===== config.mk =====
export PLATFORM = sky130hd
export DESIGN_NAME = tcdma_top
export DESIGN_NICKNAME = d
export VERILOG_FILES = /design/src/design/tcdma_chan.v /design/src/design/tcdma_top.v
export VERILOG_INCLUDE_DIRS = /design/src /design/src/design
export SDC_FILE = /design/constraint.sdc
export NUM_CORES = 1
export LEC_CHECK = 0
export CAP_MARGIN = 40
export CORE_ASPECT_RATIO = 1.5
export CORE_MARGIN = 1
export CORE_UTILIZATION = 45
export DETAILED_ROUTE_END_ITERATION = 10
export DONT_BUFFER_PORTS = 1
export SLEW_MARGIN = 20
export SYNTH_ARGS = -nofsm -noshare
export SYNTH_HDL_FRONTEND = slang
export SYNTH_SLANG_ARGS = --single-unit

===== constraint.sdc =====
create_clock -name sys_clk -period 6.3 [get_ports sys_clk]
set_input_delay 0 -clock sys_clk [delete_from_list [all_inputs] [get_ports sys_clk]]
set_output_delay 0 -clock sys_clk [all_outputs]
set_load 0.05 [all_outputs]

===== src/design/tcdma_regs.vh =====
// Constants for the two channel DMA controller
`ifndef TCDMA_REGS_VH
`define TCDMA_REGS_VH

// ==========================================
// Engine states
`define TCDMA_ST_IDLE 1'b0
`define TCDMA_ST_BURST 1'b1

// ==========================================
// Trigger source select codes
`define TCDMA_TRIG_SW 2'h0
`define TCDMA_TRIG_PERIPH 2'h1
`define TCDMA_TRIG_EVENT 2'h2

// ==========================================
// Address step modes
`define TCDMA_AM_FIXED 2'h0
`define TCDMA_AM_INC 2'h1
`define TCDMA_AM_DEC 2'h2

// ==========================================
// Address reload points
`define TCDMA_RLD_NONE 2'h0
`define TCDMA_RLD_BURST 2'h1
`define TCDMA_RLD_BLOCK 2'h2
`define TCDMA_RLD_TXN 2'h3

// ==========================================
// Burst length codes (1, 2, 4, 8 bytes)
`define TCDMA_BL_1 2'h0
`define TCDMA_BL_2 2'h1
`define TCDMA_BL_4 2'h2
`define TCDMA_BL_8 2'h3

// ==========================================
// Memory mapped EEPROM window in data space
`define TCDMA_EE_BASE 16'h1000
`define TCDMA_EE_LAST 16'h17ff

// ==========================================
// Counter widths and constants
`define TCDMA_BLK_FULL 17'h10000
`define TCDMA_REP_FULL 9'h100
`define TCDMA_ADDR_ZERO 16'h0000
`define TCDMA_ADDR_ONE 16'h0001

`endif


===== src/design/tcdma_chan.v =====
// Per-channel address and byte counting unit
`timescale 1ns/100ps
`include "tcdma_regs.vh"

module tcdma_chan (
  input wire sys_clk, // System clock
  input wire nrst, // Async reset, active low
  input wire load, // Load start values
  input wire step, // One byte read issued
  input wire [1:0] burst_sel, // Burst length code
  input wire [15:0] blk_size, // Block bytes, 0 means 64 KB
  input wire [7:0] rep_cnt, // Blocks per transaction, 0 means 256
  input wire [15:0] src_start, // Source start address
  input wire [15:0] dst_start, // Destination start address
  input wire [1:0] src_mode, // Source step mode
  input wire [1:0] dst_mode, // Destination step mode
  input wire [1:0] src_rld, // Source reload point
  input wire [1:0] dst_rld, // Destination reload point
  output wire [15:0] src_addr, // Current source address
  output wire [15:0] dst_addr, // Current destination address
  output wire burst_last, // Next byte closes a burst
  output wire txn_last // Next byte closes the transaction
);

  reg [15:0] src_q, src_d; // Source pointer
  reg [15:0] dst_q, dst_d; // Destination pointer
  reg [16:0] bcnt_q, bcnt_d; // Bytes left in block
  reg [3:0] burst_q, burst_d; // Bytes left in burst
  reg [8:0] rep_q, rep_d; // Blocks left
  reg [3:0] blen; // Burst length in bytes
  wire [16:0] blk_init; // Block size reload value
  wire [8:0] rep_init; // Repeat reload value
  wire blk_last; // Next byte closes a block

  assign blk_init = (blk_size == `TCDMA_ADDR_ZERO) ? `TCDMA_BLK_FULL : {1'b0, blk_size};
  assign rep_init = (rep_cnt == 8'h00) ? `TCDMA_REP_FULL : {1'b0, rep_cnt};
  assign blk_last = (bcnt_q == 17'h00001);
  assign burst_last = (burst_q == 4'h1) || blk_last;
  assign txn_last = blk_last && (rep_q == 9'h001);
  assign src_addr = src_q;
  assign dst_addr = dst_q;

  // ==========================================
  // Burst length decode
  always @* begin
    case (burst_sel)
      `TCDMA_BL_1: blen = 4'h1;
      `TCDMA_BL_2: blen = 4'h2;
      `TCDMA_BL_4: blen = 4'h4;
      default: blen = 4'h8;
    endcase
  end

  // Next address for a pointer after one byte
  function [15:0] next_addr;
    input [15:0] cur;
    input [1:0] mode;
    input [1:0] rld;
    input [15:0] start;
    input b_end;
    input k_end;
    input t_end;
    begin
      if ((rld == `TCDMA_RLD_BURST && b_end) || (rld == `TCDMA_RLD_BLOCK && k_end) ||
          (rld == `TCDMA_RLD_TXN && t_end)) begin
        next_addr = start;
      end else if (mode == `TCDMA_AM_INC) begin
        next_addr = cur + `TCDMA_ADDR_ONE;
      end else if (mode == `TCDMA_AM_DEC) begin
        next_addr = cur - `TCDMA_ADDR_ONE;
      end else begin
        next_addr = cur;
      end
    end
  endfunction

  // ==========================================
  // Counter and pointer update
  always @* begin
    src_d = src_q;
    dst_d = dst_q;
    bcnt_d = bcnt_q;
    burst_d = burst_q;
    rep_d = rep_q;
    if (load) begin
      src_d = src_start;
      dst_d = dst_start;
      bcnt_d = blk_init;
      burst_d = blen;
      rep_d = rep_init;
    end else if (step) begin
      src_d = next_addr(src_q, src_mode, src_rld, src_start, burst_last, blk_last, txn_last);
      dst_d = next_addr(dst_q, dst_mode, dst_rld, dst_start, burst_last, blk_last, txn_last);
      if (blk_last) begin
        // Block done: rerun it while repeats remain
        bcnt_d = blk_init;
        rep_d = rep_q - 9'h001;
        burst_d = blen;
      end else begin
        bcnt_d = bcnt_q - 17'h00001;
        burst_d = burst_last ? blen : burst_q - 4'h1;
      end
    end
  end

  // Registers
  always @(posedge sys_clk or negedge nrst) begin
    if (!nrst) begin
      src_q <= 16'h0000;
      dst_q <= 16'h0000;
      bcnt_q <= 17'h00001;
      burst_q <= 4'h1;
      rep_q <= 9'h001;
    end else begin
      src_q <= src_d;
      dst_q <= dst_d;
      bcnt_q <= bcnt_d;
      burst_q <= burst_d;
      rep_q <= rep_d;
    end
  end

endmodule // tcdma_chan


===== src/design/tcdma_top.v =====
// Two channel DMA controller: trigger, arbitration and data path
// How it works
// - Two channels with independent settings.
// - Bursts of one, two, four, eight bytes.
// - Block size from one byte to 64 KB.
// - Repeat counter reruns block, up to 16 MB.
// - Addresses fixed, incrementing or decrementing.
// - Address reload at burst, block or transaction.
// - Software, peripheral or event trigger starts transfer.
// - Done and error interrupts, each with enable.
// - Chaining hands over to other channel.
// - EEPROM window usable as read source.
// - Moved bytes optionally fed to CRC.
// - SRAM byte per cycle, EEPROM every second.
// - Separate read and write bus masters.
`timescale 1ns/100ps
`include "tcdma_regs.vh"

module tcdma_top (
  input wire sys_clk, // System clock, 250 MHz
  input wire nrst, // Async reset, active low
  input wire [1:0] ch_start, // Arm channel, one pulse per channel
  input wire [3:0] ch_burst_sel, // Burst code, ch1 in [3:2]
  input wire [31:0] ch_blk_size, // Block size, ch1 in [31:16]
  input wire [15:0] ch_rep_cnt, // Repeat count, ch1 in [15:8]
  input wire [31:0] ch_src_start, // Source start, ch1 in [31:16]
  input wire [31:0] ch_dst_start, // Destination start, ch1 in [31:16]
  input wire [3:0] ch_src_mode, // Source step mode per channel
  input wire [3:0] ch_dst_mode, // Destination step mode per channel
  input wire [3:0] ch_src_rld, // Source reload point per channel
  input wire [3:0] ch_dst_rld, // Destination reload point per channel
  input wire [3:0] ch_trig_sel, // Trigger source per channel
  input wire [1:0] ch_sw_trig, // Software trigger pulses
  input wire [1:0] ch_periph_req, // Peripheral request pulses
  input wire [1:0] ch_evt, // Event channel pulses
  input wire [1:0] ch_done_ie, // Done interrupt enables
  input wire [1:0] ch_err_ie, // Error interrupt enables
  input wire [1:0] ch_done_clr, // Clear done flags
  input wire [1:0] ch_err_clr, // Clear error flags
  input wire [1:0] ch_chain, // Hand over to other channel on done
  input wire [1:0] ch_crc_en, // Route channel data to CRC
  input wire prio_rr, // 1 round robin, 0 channel 0 first
  output wire [1:0] ch_busy, // Channel armed and not finished
  output wire [1:0] ch_done, // Sticky done flags
  output wire [1:0] ch_err, // Sticky error flags
  output wire [1:0] ch_done_irq, // Done interrupt requests
  output wire [1:0] ch_err_irq, // Error interrupt requests
  output wire rd_en, // Read master strobe
  output wire [15:0] rd_addr, // Read master address
  input wire [7:0] rd_data, // Read data, cycle after rd_en
  input wire rd_err, // Read error, with rd_data
  output wire wr_en, // Write master strobe
  output wire [15:0] wr_addr, // Write master address
  output wire [7:0] wr_data, // Write master data
  input wire wr_err, // Write error, same cycle as wr_en
  output wire crc_valid, // Byte for checksum generator
  output wire [7:0] crc_data // Checksum input byte
);

  reg state_q, state_d; // Engine state
  reg gnt_q, gnt_d; // Granted channel
  reg last_q, last_d; // Last served channel, round robin
  reg pace_q, pace_d; // EEPROM pacing phase
  reg [1:0] busy_q, busy_d; // Channel armed
  reg [1:0] pend_q, pend_d; // Trigger pending
  reg [1:0] done_q, done_d; // Sticky done
  reg [1:0] err_q, err_d; // Sticky error
  reg b1_v_q; // Read beat in flight
  reg b1_ch_q; // Channel of beat in flight
  reg b1_crc_q; // Beat goes to CRC
  reg [15:0] b1_dst_q; // Destination of beat in flight
  reg wr_en_q; // Write strobe
  reg wr_ch_q; // Channel of write
  reg [15:0] wr_addr_q; // Write address
  reg [7:0] wr_data_q; // Write data
  reg crc_v_q; // CRC strobe
  reg [7:0] crc_d_q; // CRC byte
  reg [1:0] trig; // Selected trigger per channel
  reg [1:0] abort; // Error abort per channel
  reg [1:0] load; // Channel counter loads
  reg [1:0] step; // Byte issued per channel
  reg issue; // Read issued this cycle
  reg pick; // Arbiter choice
  wire [31:0] src_all; // Source addresses
  wire [31:0] dst_all; // Destination addresses
  wire [1:0] blast; // Burst end flags
  wire [1:0] tlast; // Transaction end flags
  wire [1:0] ready; // Channels able to start a burst
  wire [15:0] cur_src; // Granted source
  wire src_ee; // Granted source lies in EEPROM window

  // ==========================================
  // Channel units
  genvar gi;
  generate
    for (gi = 0; gi < 2; gi = gi + 1) begin : g_ch
      tcdma_chan tcdma_chan_i (
        .sys_clk(sys_clk),
        .nrst(nrst),
        .load(load[gi]),
        .step(step[gi]),
        .burst_sel(ch_burst_sel[2*gi+1:2*gi]),
        .blk_size(ch_blk_size[16*gi+15:16*gi]),
        .rep_cnt(ch_rep_cnt[8*gi+7:8*gi]),
        .src_start(ch_src_start[16*gi+15:16*gi]),
        .dst_start(ch_dst_start[16*gi+15:16*gi]),
        .src_mode(ch_src_mode[2*gi+1:2*gi]),
        .dst_mode(ch_dst_mode[2*gi+1:2*gi]),
        .src_rld(ch_src_rld[2*gi+1:2*gi]),
        .dst_rld(ch_dst_rld[2*gi+1:2*gi]),
        .src_addr(src_all[16*gi+15:16*gi]),
        .dst_addr(dst_all[16*gi+15:16*gi]),
        .burst_last(blast[gi]),
        .txn_last(tlast[gi])
      );
    end
  endgenerate

  assign cur_src = gnt_q ? src_all[31:16] : src_all[15:0];
  assign src_ee = (cur_src >= `TCDMA_EE_BASE) && (cur_src <= `TCDMA_EE_LAST);
  assign ready = busy_q & pend_q & ~abort;

  // ==========================================
  // Trigger select and error detect
  always @* begin : p_trig
    integer i;
    trig = 2'b00;
    for (i = 0; i < 2; i = i + 1) begin
      case (ch_trig_sel[2*i+:2])
        `TCDMA_TRIG_SW: trig[i] = ch_sw_trig[i];
        `TCDMA_TRIG_PERIPH: trig[i] = ch_periph_req[i];
        `TCDMA_TRIG_EVENT: trig[i] = ch_evt[i];
        default: trig[i] = 1'b0;
      endcase
    end
    abort = 2'b00;
    if (b1_v_q && rd_err) begin
      abort[b1_ch_q] = 1'b1;
    end
    if (wr_en_q && wr_err) begin
      abort[wr_ch_q] = 1'b1;
    end
  end

  // ==========================================
  // Arbiter: round robin or fixed channel 0 first
  always @* begin
    if (ready == 2'b11) begin
      pick = prio_rr ? ~last_q : 1'b0;
    end else begin
      pick = ready[1] & ~ready[0];
    end
  end

  // ==========================================
  // Engine state machine
  always @* begin
    state_d = state_q;
    gnt_d = gnt_q;
    last_d = last_q;
    pace_d = pace_q;
    busy_d = (busy_q | ch_start) & ~abort;
    pend_d = pend_q;
    done_d = done_q & ~ch_done_clr;
    err_d = (err_q & ~ch_err_clr) | abort;
    load = ch_start;
    step = 2'b00;
    issue = 1'b0;
    case (state_q)
      `TCDMA_ST_IDLE: begin
        if (ready != 2'b00) begin
          // Grant is held until the burst finishes
          state_d = `TCDMA_ST_BURST;
          gnt_d = pick;
          last_d = pick;
          pace_d = 1'b0;
          pend_d[pick] = 1'b0;
        end
      end
      default: begin
        if (abort[gnt_q] || !busy_q[gnt_q]) begin
          state_d = `TCDMA_ST_IDLE;
        end else begin
          // EEPROM source gives a byte every second cycle
          issue = !src_ee || !pace_q;
          pace_d = src_ee ? ~pace_q : 1'b0;
          step[gnt_q] = issue;
          if (issue && blast[gnt_q]) begin
            state_d = `TCDMA_ST_IDLE;
            if (tlast[gnt_q]) begin
              busy_d[gnt_q] = 1'b0;
              done_d[gnt_q] = 1'b1;
              if (ch_chain[gnt_q]) begin
                // Other channel is rearmed with no gap
                load[~gnt_q] = 1'b1;
                busy_d[~gnt_q] = 1'b1;
              end
            end
          end
        end
      end
    endcase
    // A new trigger beats the clear of its pending flag
    pend_d = (pend_d | (trig & busy_q)) & busy_d;
  end

  // State registers
  always @(posedge sys_clk or negedge nrst) begin
    if (!nrst) begin
      state_q <= `TCDMA_ST_IDLE;
      gnt_q <= 1'b0;
      last_q <= 1'b1;
      pace_q <= 1'b0;
      busy_q <= 2'b00;
      pend_q <= 2'b00;
      done_q <= 2'b00;
      err_q <= 2'b00;
    end else begin
      state_q <= state_d;
      gnt_q <= gnt_d;
      last_q <= last_d;
      pace_q <= pace_d;
      busy_q <= busy_d;
      pend_q <= pend_d;
      done_q <= done_d;
      err_q <= err_d;
    end
  end

  // ==========================================
  // Data path: read beat then write beat
  always @(posedge sys_clk or negedge nrst) begin
    if (!nrst) begin
      b1_v_q <= 1'b0;
      b1_ch_q <= 1'b0;
      b1_crc_q <= 1'b0;
      b1_dst_q <= 16'h0000;
      wr_en_q <= 1'b0;
      wr_ch_q <= 1'b0;
      wr_addr_q <= 16'h0000;
      wr_data_q <= 8'h00;
      crc_v_q <= 1'b0;
      crc_d_q <= 8'h00;
    end else begin
      b1_v_q <= issue;
      b1_ch_q <= gnt_q;
      b1_crc_q <= ch_crc_en[gnt_q];
      b1_dst_q <= gnt_q ? dst_all[31:16] : dst_all[15:0];
      // Write side runs as its own master, one cycle behind the read
      wr_en_q <= b1_v_q && !rd_err;
      wr_ch_q <= b1_ch_q;
      if (b1_v_q) begin
        wr_addr_q <= b1_dst_q;
        wr_data_q <= rd_data;
        crc_d_q <= rd_data;
      end
      crc_v_q <= b1_v_q && !rd_err && b1_crc_q;
    end
  end

  // ==========================================
  // Outputs
  assign rd_en = issue;
  assign rd_addr = cur_src;
  assign wr_en = wr_en_q;
  assign wr_addr = wr_addr_q;
  assign wr_data = wr_data_q;
  assign crc_valid = crc_v_q;
  assign crc_data = crc_d_q;
  assign ch_busy = busy_q;
  assign ch_done = done_q;
  assign ch_err = err_q;
  assign ch_done_irq = done_q & ch_done_ie;
  assign ch_err_irq = err_q & ch_err_ie;

endmodule // tcdma_top


* After elaboration in Yosys (flattened, before gate mapping)
Cells that the tools add are included.
** Word-level totals
- Register bits after elaboration :: 182
- Output and inout port bits :: 61
- Logic and storage cells :: 290
** Operators by class
- Add/sub/neg operators :: 14
- Magnitude comparators :: 12
- Equal/unequal tests :: 36
- Mux-type cells :: 104
- Bitwise logic cells :: 30
- Reductions and logical operators :: 67
** Operator list (number)
- 2-to-1 mux 16 bit :: 22
- 2-to-1 mux 17 bit :: 8
- 2-to-1 mux 9 bit :: 8
- adder 16 x 1 -> 16 bit, second input constant :: 4
- subtractor 16 x 1 -> 16 bit, second input constant :: 4
- 2-to-1 mux 2 bit :: 20
- equality test 17 x 1 -> 1 bit, second input constant :: 2
- equality test 2 bit, second input constant :: 17
- subtractor 17 x 1 -> 17 bit, second input constant :: 2
- zero test 16 bit :: 2
- 2-to-1 mux 4 bit :: 8
- 2-to-1 mux 1 bit :: 29
- logical AND 1 bit :: 25
- AND 2 bit :: 12
- equality test 2 x 1 -> 1 bit, second input constant :: 12
- one-hot mux 4 bit (3 select lines) :: 2
- equality test 9 x 1 -> 1 bit, second input constant :: 2
- subtractor 9 x 1 -> 9 bit, second input constant :: 2
- >= comparator 16 x 13 -> 1 bit, second input constant :: 1
- less-or-equal comparator 16 x 13 -> 1 bit, second input constant :: 1
- zero test 8 bit :: 2
- AND reduction 2 bit :: 8
- nonzero test 4 bit :: 4
- OR 2 bit :: 7
- 14 further kinds :: 59

* Depth between registers and ports, before layout
- Depth in word-level cells :: 22
- Mapped depth :: 13
- Gate-level depth less buffers :: 12

* Hierarchy
A second synthesis with hierarchy kept.
** Second synthesis, totals
- Cells, all modules :: 1404
- Area total of the unflattened synthesis :: 12505.7 µm²
** By module, submodules not included
- tcdma_chan at g_ch[1].tcdma_chan_i :: times used 1, cells each 601, area an instance 4901.0 µm², seq. area each 1555.2 µm²
- tcdma_chan at g_ch[0].tcdma_chan_i :: times used 1, cells each 598, area an instance 4877.2 µm², seq. area each 1555.2 µm²
- tcdma_top :: times used 1, cells each 205, area an instance 2727.6 µm², seq. area each 1452.6 µm²

* Least setup slack after synthesis
No wires, ideal clock.
- Kind :: reg-to-reg
- Start :: register busy_q[0], in the netlist ch_busy[0]
- End :: register g_ch[1].tcdma_chan_i.bcnt_q[5]
- Library setup time :: 0.126 ns
- Data arrival time :: 3.056 ns
- Path slack :: 3.118 ns
- Stages on the path, launching flop included :: 10
- Period minus slack after synthesis :: 3.182 ns
- Cells stage by stage :: dfrtp_1 o2111a_1 o21ai_1 nor2_1 a21oi_2 nand2_1 clkbuf_1 a21oi_1 o21ai_0 o21ai_1
** Between the ends
- Cells in the longest elaborated chain, start to end :: 7
- Elaborated cells between the ends (all ways) :: 10
- Those cells by class :: 7 x mux; 3 x reduce/logical
** RTL lines
- from (decl) :: RTL line tcdma_top.v:64 : reg [1:0] busy_q, busy_d;
- from (signal assigned) :: RTL line tcdma_top.v:223 : busy_q <= busy_d;
- 2-to-1 mux 1 bit (not written as such) * (2 in a row) :: RTL line tcdma_top.v:181 : if (abort[gnt_q] || !busy_q[gnt_q]) begin
- zero test 1 bit * :: RTL line tcdma_top.v:181
- logical OR 1 bit * :: RTL line tcdma_top.v:181
- 2-to-1 mux 2 bit :: RTL line tcdma_top.v:181
- 2-to-1 mux 2 bit :: RTL line tcdma_top.v:169 : case (state_q)
- 2-to-1 mux 17 bit or nonzero test 2 bit (tied branches)
- to (signal assigned) :: RTL line tcdma_chan.v:117 : bcnt_q <= bcnt_d;
- to (decl) :: RTL line tcdma_chan.v:27 : reg [16:0] bcnt_q, bcnt_d;
Mark *: on every way between the ends. The rest lies on a longest branch, timed or not. The select of a mux whose other input is x is not followed.
A chain may end at the register's enable or synchronous reset.

* Worst setup path in the final report
- Start :: register g_ch[1].tcdma_chan_i.bcnt_q[0]
- End :: register g_ch[0].tcdma_chan_i.dst_q[15]
** Between the ends
- Cells in the longest elaborated chain, start to end :: 10
- Elaborated cells between the ends (all ways) :: 16
- Those cells by class :: 1 x eq/ne; 9 x mux; 6 x reduce/logical
** RTL lines
- equality test 17 x 1 -> 1 bit * :: RTL line tcdma_chan.v:37 : assign blk_last = (bcnt_q == 17'h00001);
- logical AND 1 bit or logical OR 1 bit (tied branches) :: RTL line tcdma_chan.v:39, tcdma_chan.v:38
- 2-to-1 mux 1 bit (on tied branches) (2 in a row) :: RTL line tcdma_top.v:190, tcdma_top.v:188
- 2-to-1 mux 2 bit or logical AND 1 bit (tied branches) :: RTL line tcdma_top.v:190, tcdma_top.v:188
- 2-to-1 mux 2 bit * :: RTL line tcdma_top.v:188 : if (issue && blast[gnt_q]) begin
- 2-to-1 mux 2 bit * :: RTL line tcdma_top.v:181
- 2-to-1 mux 2 bit * :: RTL line tcdma_top.v:169
- nonzero test 4 bit (no source line) or nonzero test 2 bit (tied branches)
- AND reduction 2 bit (no source line)
- to (signal assigned) :: RTL line tcdma_chan.v:116 : dst_q <= dst_d;
- to (decl) :: RTL line tcdma_chan.v:26 : reg [15:0] dst_q, dst_d;
Marked as above.

==> results.json <==
{
  "rr_startpoint": "g_ch[1].tcdma_chan_i.bcnt_q[0]",
  "crit_path_cell_trace": "ha_1 > nor4b_1 > nand4_1 > nor3_1 > a41oi_2 > nand2_1 > nor2_1 > a211oi_1 > a31oi_1 > dlygate4sd3_1 > a21oi_1 > dlygate4sd3_1",
  "r2r_end": "g_ch[0].tcdma_chan_i.dst_addr[15]",
  "clockRootBuffer": "clkbuf_16",
  "crit_path_start": "g_ch[1].tcdma_chan_i.bcnt_q[0]",
  "gp_congestion": 0.9029,
  "rsz0062_at_grt": "false",
  "grt-ovfl-total": 0,
  "crit_end": "g_ch[0].tcdma_chan_i.dst_addr[15]",
  "worst_pin_slew_ps": 963.4,
  "setup.worst_path.class": "flop to flop",
  "clk_pin_slew_worst_paths_ps": 70,
  "num_vias": 10980,
  "io_buffers": 0,
  "clockBufferDepth": 2,
  "cts.sinks": 182,
  "initial_core_util_pct": 45.98,
  "cts_setup_buffers": 0,
  "critPathRequiredTime_ps": 6690,
  "die_area_mm2": 0.02783,
  "critPathBufInv": 2,
  "cp_max_fo": 19,
  "gr-usage-all-layers_pct": 24.73,
  "ys_seq_area_share_pct": 37.34,
  "synth_edf_count": 0,
  "floorplan.die.height_um": 203.8,
  "hpwl_um": 23900,
  "end_kind": "flop",
  "ys.flop_type": "dfrtp_1",
  "final_common_cell": "dfrtp_1",
  "worst_ir_drop_vdd_v": 0.0003738,
  "ant_nets": 0,
  "slowest_delay_ps": 700,
  "fin_area_mm2": 0.01495,
  "setup_tns_ps": 0,
  "yosysWarnings": 0,
  "crit_slowest_cell": "nand2_1",
  "yosys.area.top_type": "dfrtp_1",
  "clock.fmax_ghz": 0.2135,
  "hold_violations": 0,
  "cellPowerDensity_mw_per_mm2": 499.0,
  "cts_tree": "done",
  "synthDominantCellAreaShare_pct": 35.83,
  "wire_per_inst_um": 17.95,
  "maxCapViolCount": 0,
  "cts_max_level": 4,
  "path_common_cell": "dlygate4sd3_1",
  "synth_cells": 1398,
  "yosysUniqueCellTypes": 77,
  "slew_viol_final": 0,
  "grt_antenna_before_repair": 2,
  "crit_arrival_ps": 5070,
  "grt_max_degree": 183,
  "p_leak_nw": 6.201,
  "syn_nets": 1639,
  "drc": 0,
  "critPathLaunchType": "flop",
  "reg2reg_slack_ps": 1620,
  "wirelength_um": 34130,
  "synth.area.top_cells": "dfrtp_1 (36%), ha_1 (7.0%), o21ai_0 (5.7%)",
  "fp-row-count": 73,
  "grt_pass1_wl_um": 54080,
  "clock_latency_ps": 450,
  "whs_ps": 75.40,
  "syn_avg_cell_area_um2": 8.741,
  "nNetsFinal": 1790,
  "reg2regPathDepth": 12,
  "timing.final.crit_share_pct": 74.36,
  "period_minus_slack_ps": 4685,
  "setup_viol": 0,
  "status": "complete, no violations",
  "async_flop_share_pct": 100.0,
  "skew_ps": 12.58,
  "slew_headroom_pct": 35.77,
  "synthToLayoutAreaGrowth_pct": 22.37,
  "hp-class": "input port to flop",
  "dpl.cell_count": 1698,
  "critPathTopFamily": "simple AND/OR/NAND/NOR gates",
  "place_ws_ps": 2419,
  "drtIter0Drc": 462,
  "core_mm2": 0.02658,
  "viasPerCell": 5.776,
  "crit_cells": 12,
  "cts_resized": 0,
  "most-common-layout-cells": "dfrtp_1 (174), dlygate4sd3_1 (160), nand2_1 (145)",
  "drtPass1Iterations": 5,
  "ios": 230,
  "drive_gt1_share_pct": 9.219,
  "ys_ff_latch": 182,
  "dpl-instance-area_mm2": 0.01266,
  "cts_buffers": 17,
  "grt_pass1_vias": 10810,
  "fin_cells": 1901,
  "die_width_um": 136.6,
  "syn-cell-area_mm2": 0.01222,
  "worst_slack_ps": 1616
}
-- tightest hold or removal path: stages --
cell and delay [ps]:
nor3_1 30, nand4_1 130, o31ai_4 140, o22ai_1 180
-- cells by family after synthesis --
kind of cell	Yosys count	share of synthesized area, %
buffers and inverters	112	4.024
adders and majority gates	72	7.618
and+or+nand+nor	465	18.32
muxes	93	8.232
DFF	182	37.34
AOI/OAI and AO/OA	424	20.89
xor gates and xnor gates	50	3.583
-- worst min-delay path by stage --
stage	start	end	slack (ps)	cells past startpoint
6_report	ch_blk_size[30]	g_ch[1].tcdma_chan_i.bcnt_q[9]	80	4
5_1_grt	ch_blk_size[30]	g_ch[1].tcdma_chan_i.bcnt_q[9]	80	4
4_1_cts	ch_blk_size[30]	g_ch[1].tcdma_chan_i.bcnt_q[9]	50	4
3_5_place_dp	nrst	g_ch[1].tcdma_chan_i.src_addr[1]	-290	0
3_3_place_gp	nrst	g_ch[1].tcdma_chan_i.src_addr[1]	-290	0
2_1_floorplan	nrst	b1_ch_q	-300	0
-- flip-flops by register name (all words and copies together) (netlist names), 8 cells and up --
name	flops
b1_dst_q	16
crc_data	8
g_ch.tcdma_chan_i.bcnt_q	34
g_ch.tcdma_chan_i.burst_q	8
g_ch.tcdma_chan_i.dst_addr	32
g_ch.tcdma_chan_i.rep_q	18
g_ch.tcdma_chan_i.src_addr	32
wr_addr	16
-- power by group --
group / leakage (nW) / switching (W) / internal [W]
logic: 3.79 / 0.00228 / 0.00171
registers: 2.16 / 0.000753 / 0.00170
clock network: 0.254 / 0.000491 / 0.000529
total: 6.20 / 0.00352 / 0.00394
-- cells in the mapped netlist (all sizes together), types with 8 or more instances --
cell type  instances
a211oi            12
a21o              23
a21oi            131
a22oi              9
a31oi             25
and2              14
buf               36
clkbuf            28
dfrtp            175
ha                68
inv               48
mux2              60
mux2i             33
nand2            147
nand2b            12
nand3             25
nand4             14
nor2             117
nor2b              9
nor3              51
nor3b              8
nor4              31
o21a               9
o21ai            154
or3               13
xnor2             31
xor2              19
-- final cells by class --
type                       instances  area, µm²
antenna                            2      5.005
clock buffer                      23      467.9
clock inverter                     9      71.32
fill                            2431      11620
inverter                          48      180.2
multi-input combinational       1104       7186
sequential                       182       4564
tap                              337      421.7
timing repair buffer             196       2058
-- metal layers --
layer	track usage (%)	part of all wire, %	vias up
li1	-	-	5387
met1	28.83	41	5245
met2	43.49	51	303
met3	6.225	6.2	46
met4	8.333	2.1	0
met5	0	0	-
-- repair_timing --
item | 4_1_cts | 5_1_grt
endpoints found under the setup margin | 0 | 0
endpoints found under the hold margin | 326 | 0
hold buffers | 161 | 0
-- metrics by stage --
| step | util [%] | power [W] |
|---|---|---|
| floorplan | - | 0.005383 |
| global placement | 46.84 | 0.005975 |
| detailed placement | 47.64 | 0.006179 |
| CTS | 55.80 | 0.007394 |
| global route | 56.26 | 0.008022 |
| finish | 56.26 | 0.007462 |
Power figures use the tool's default switching activity.
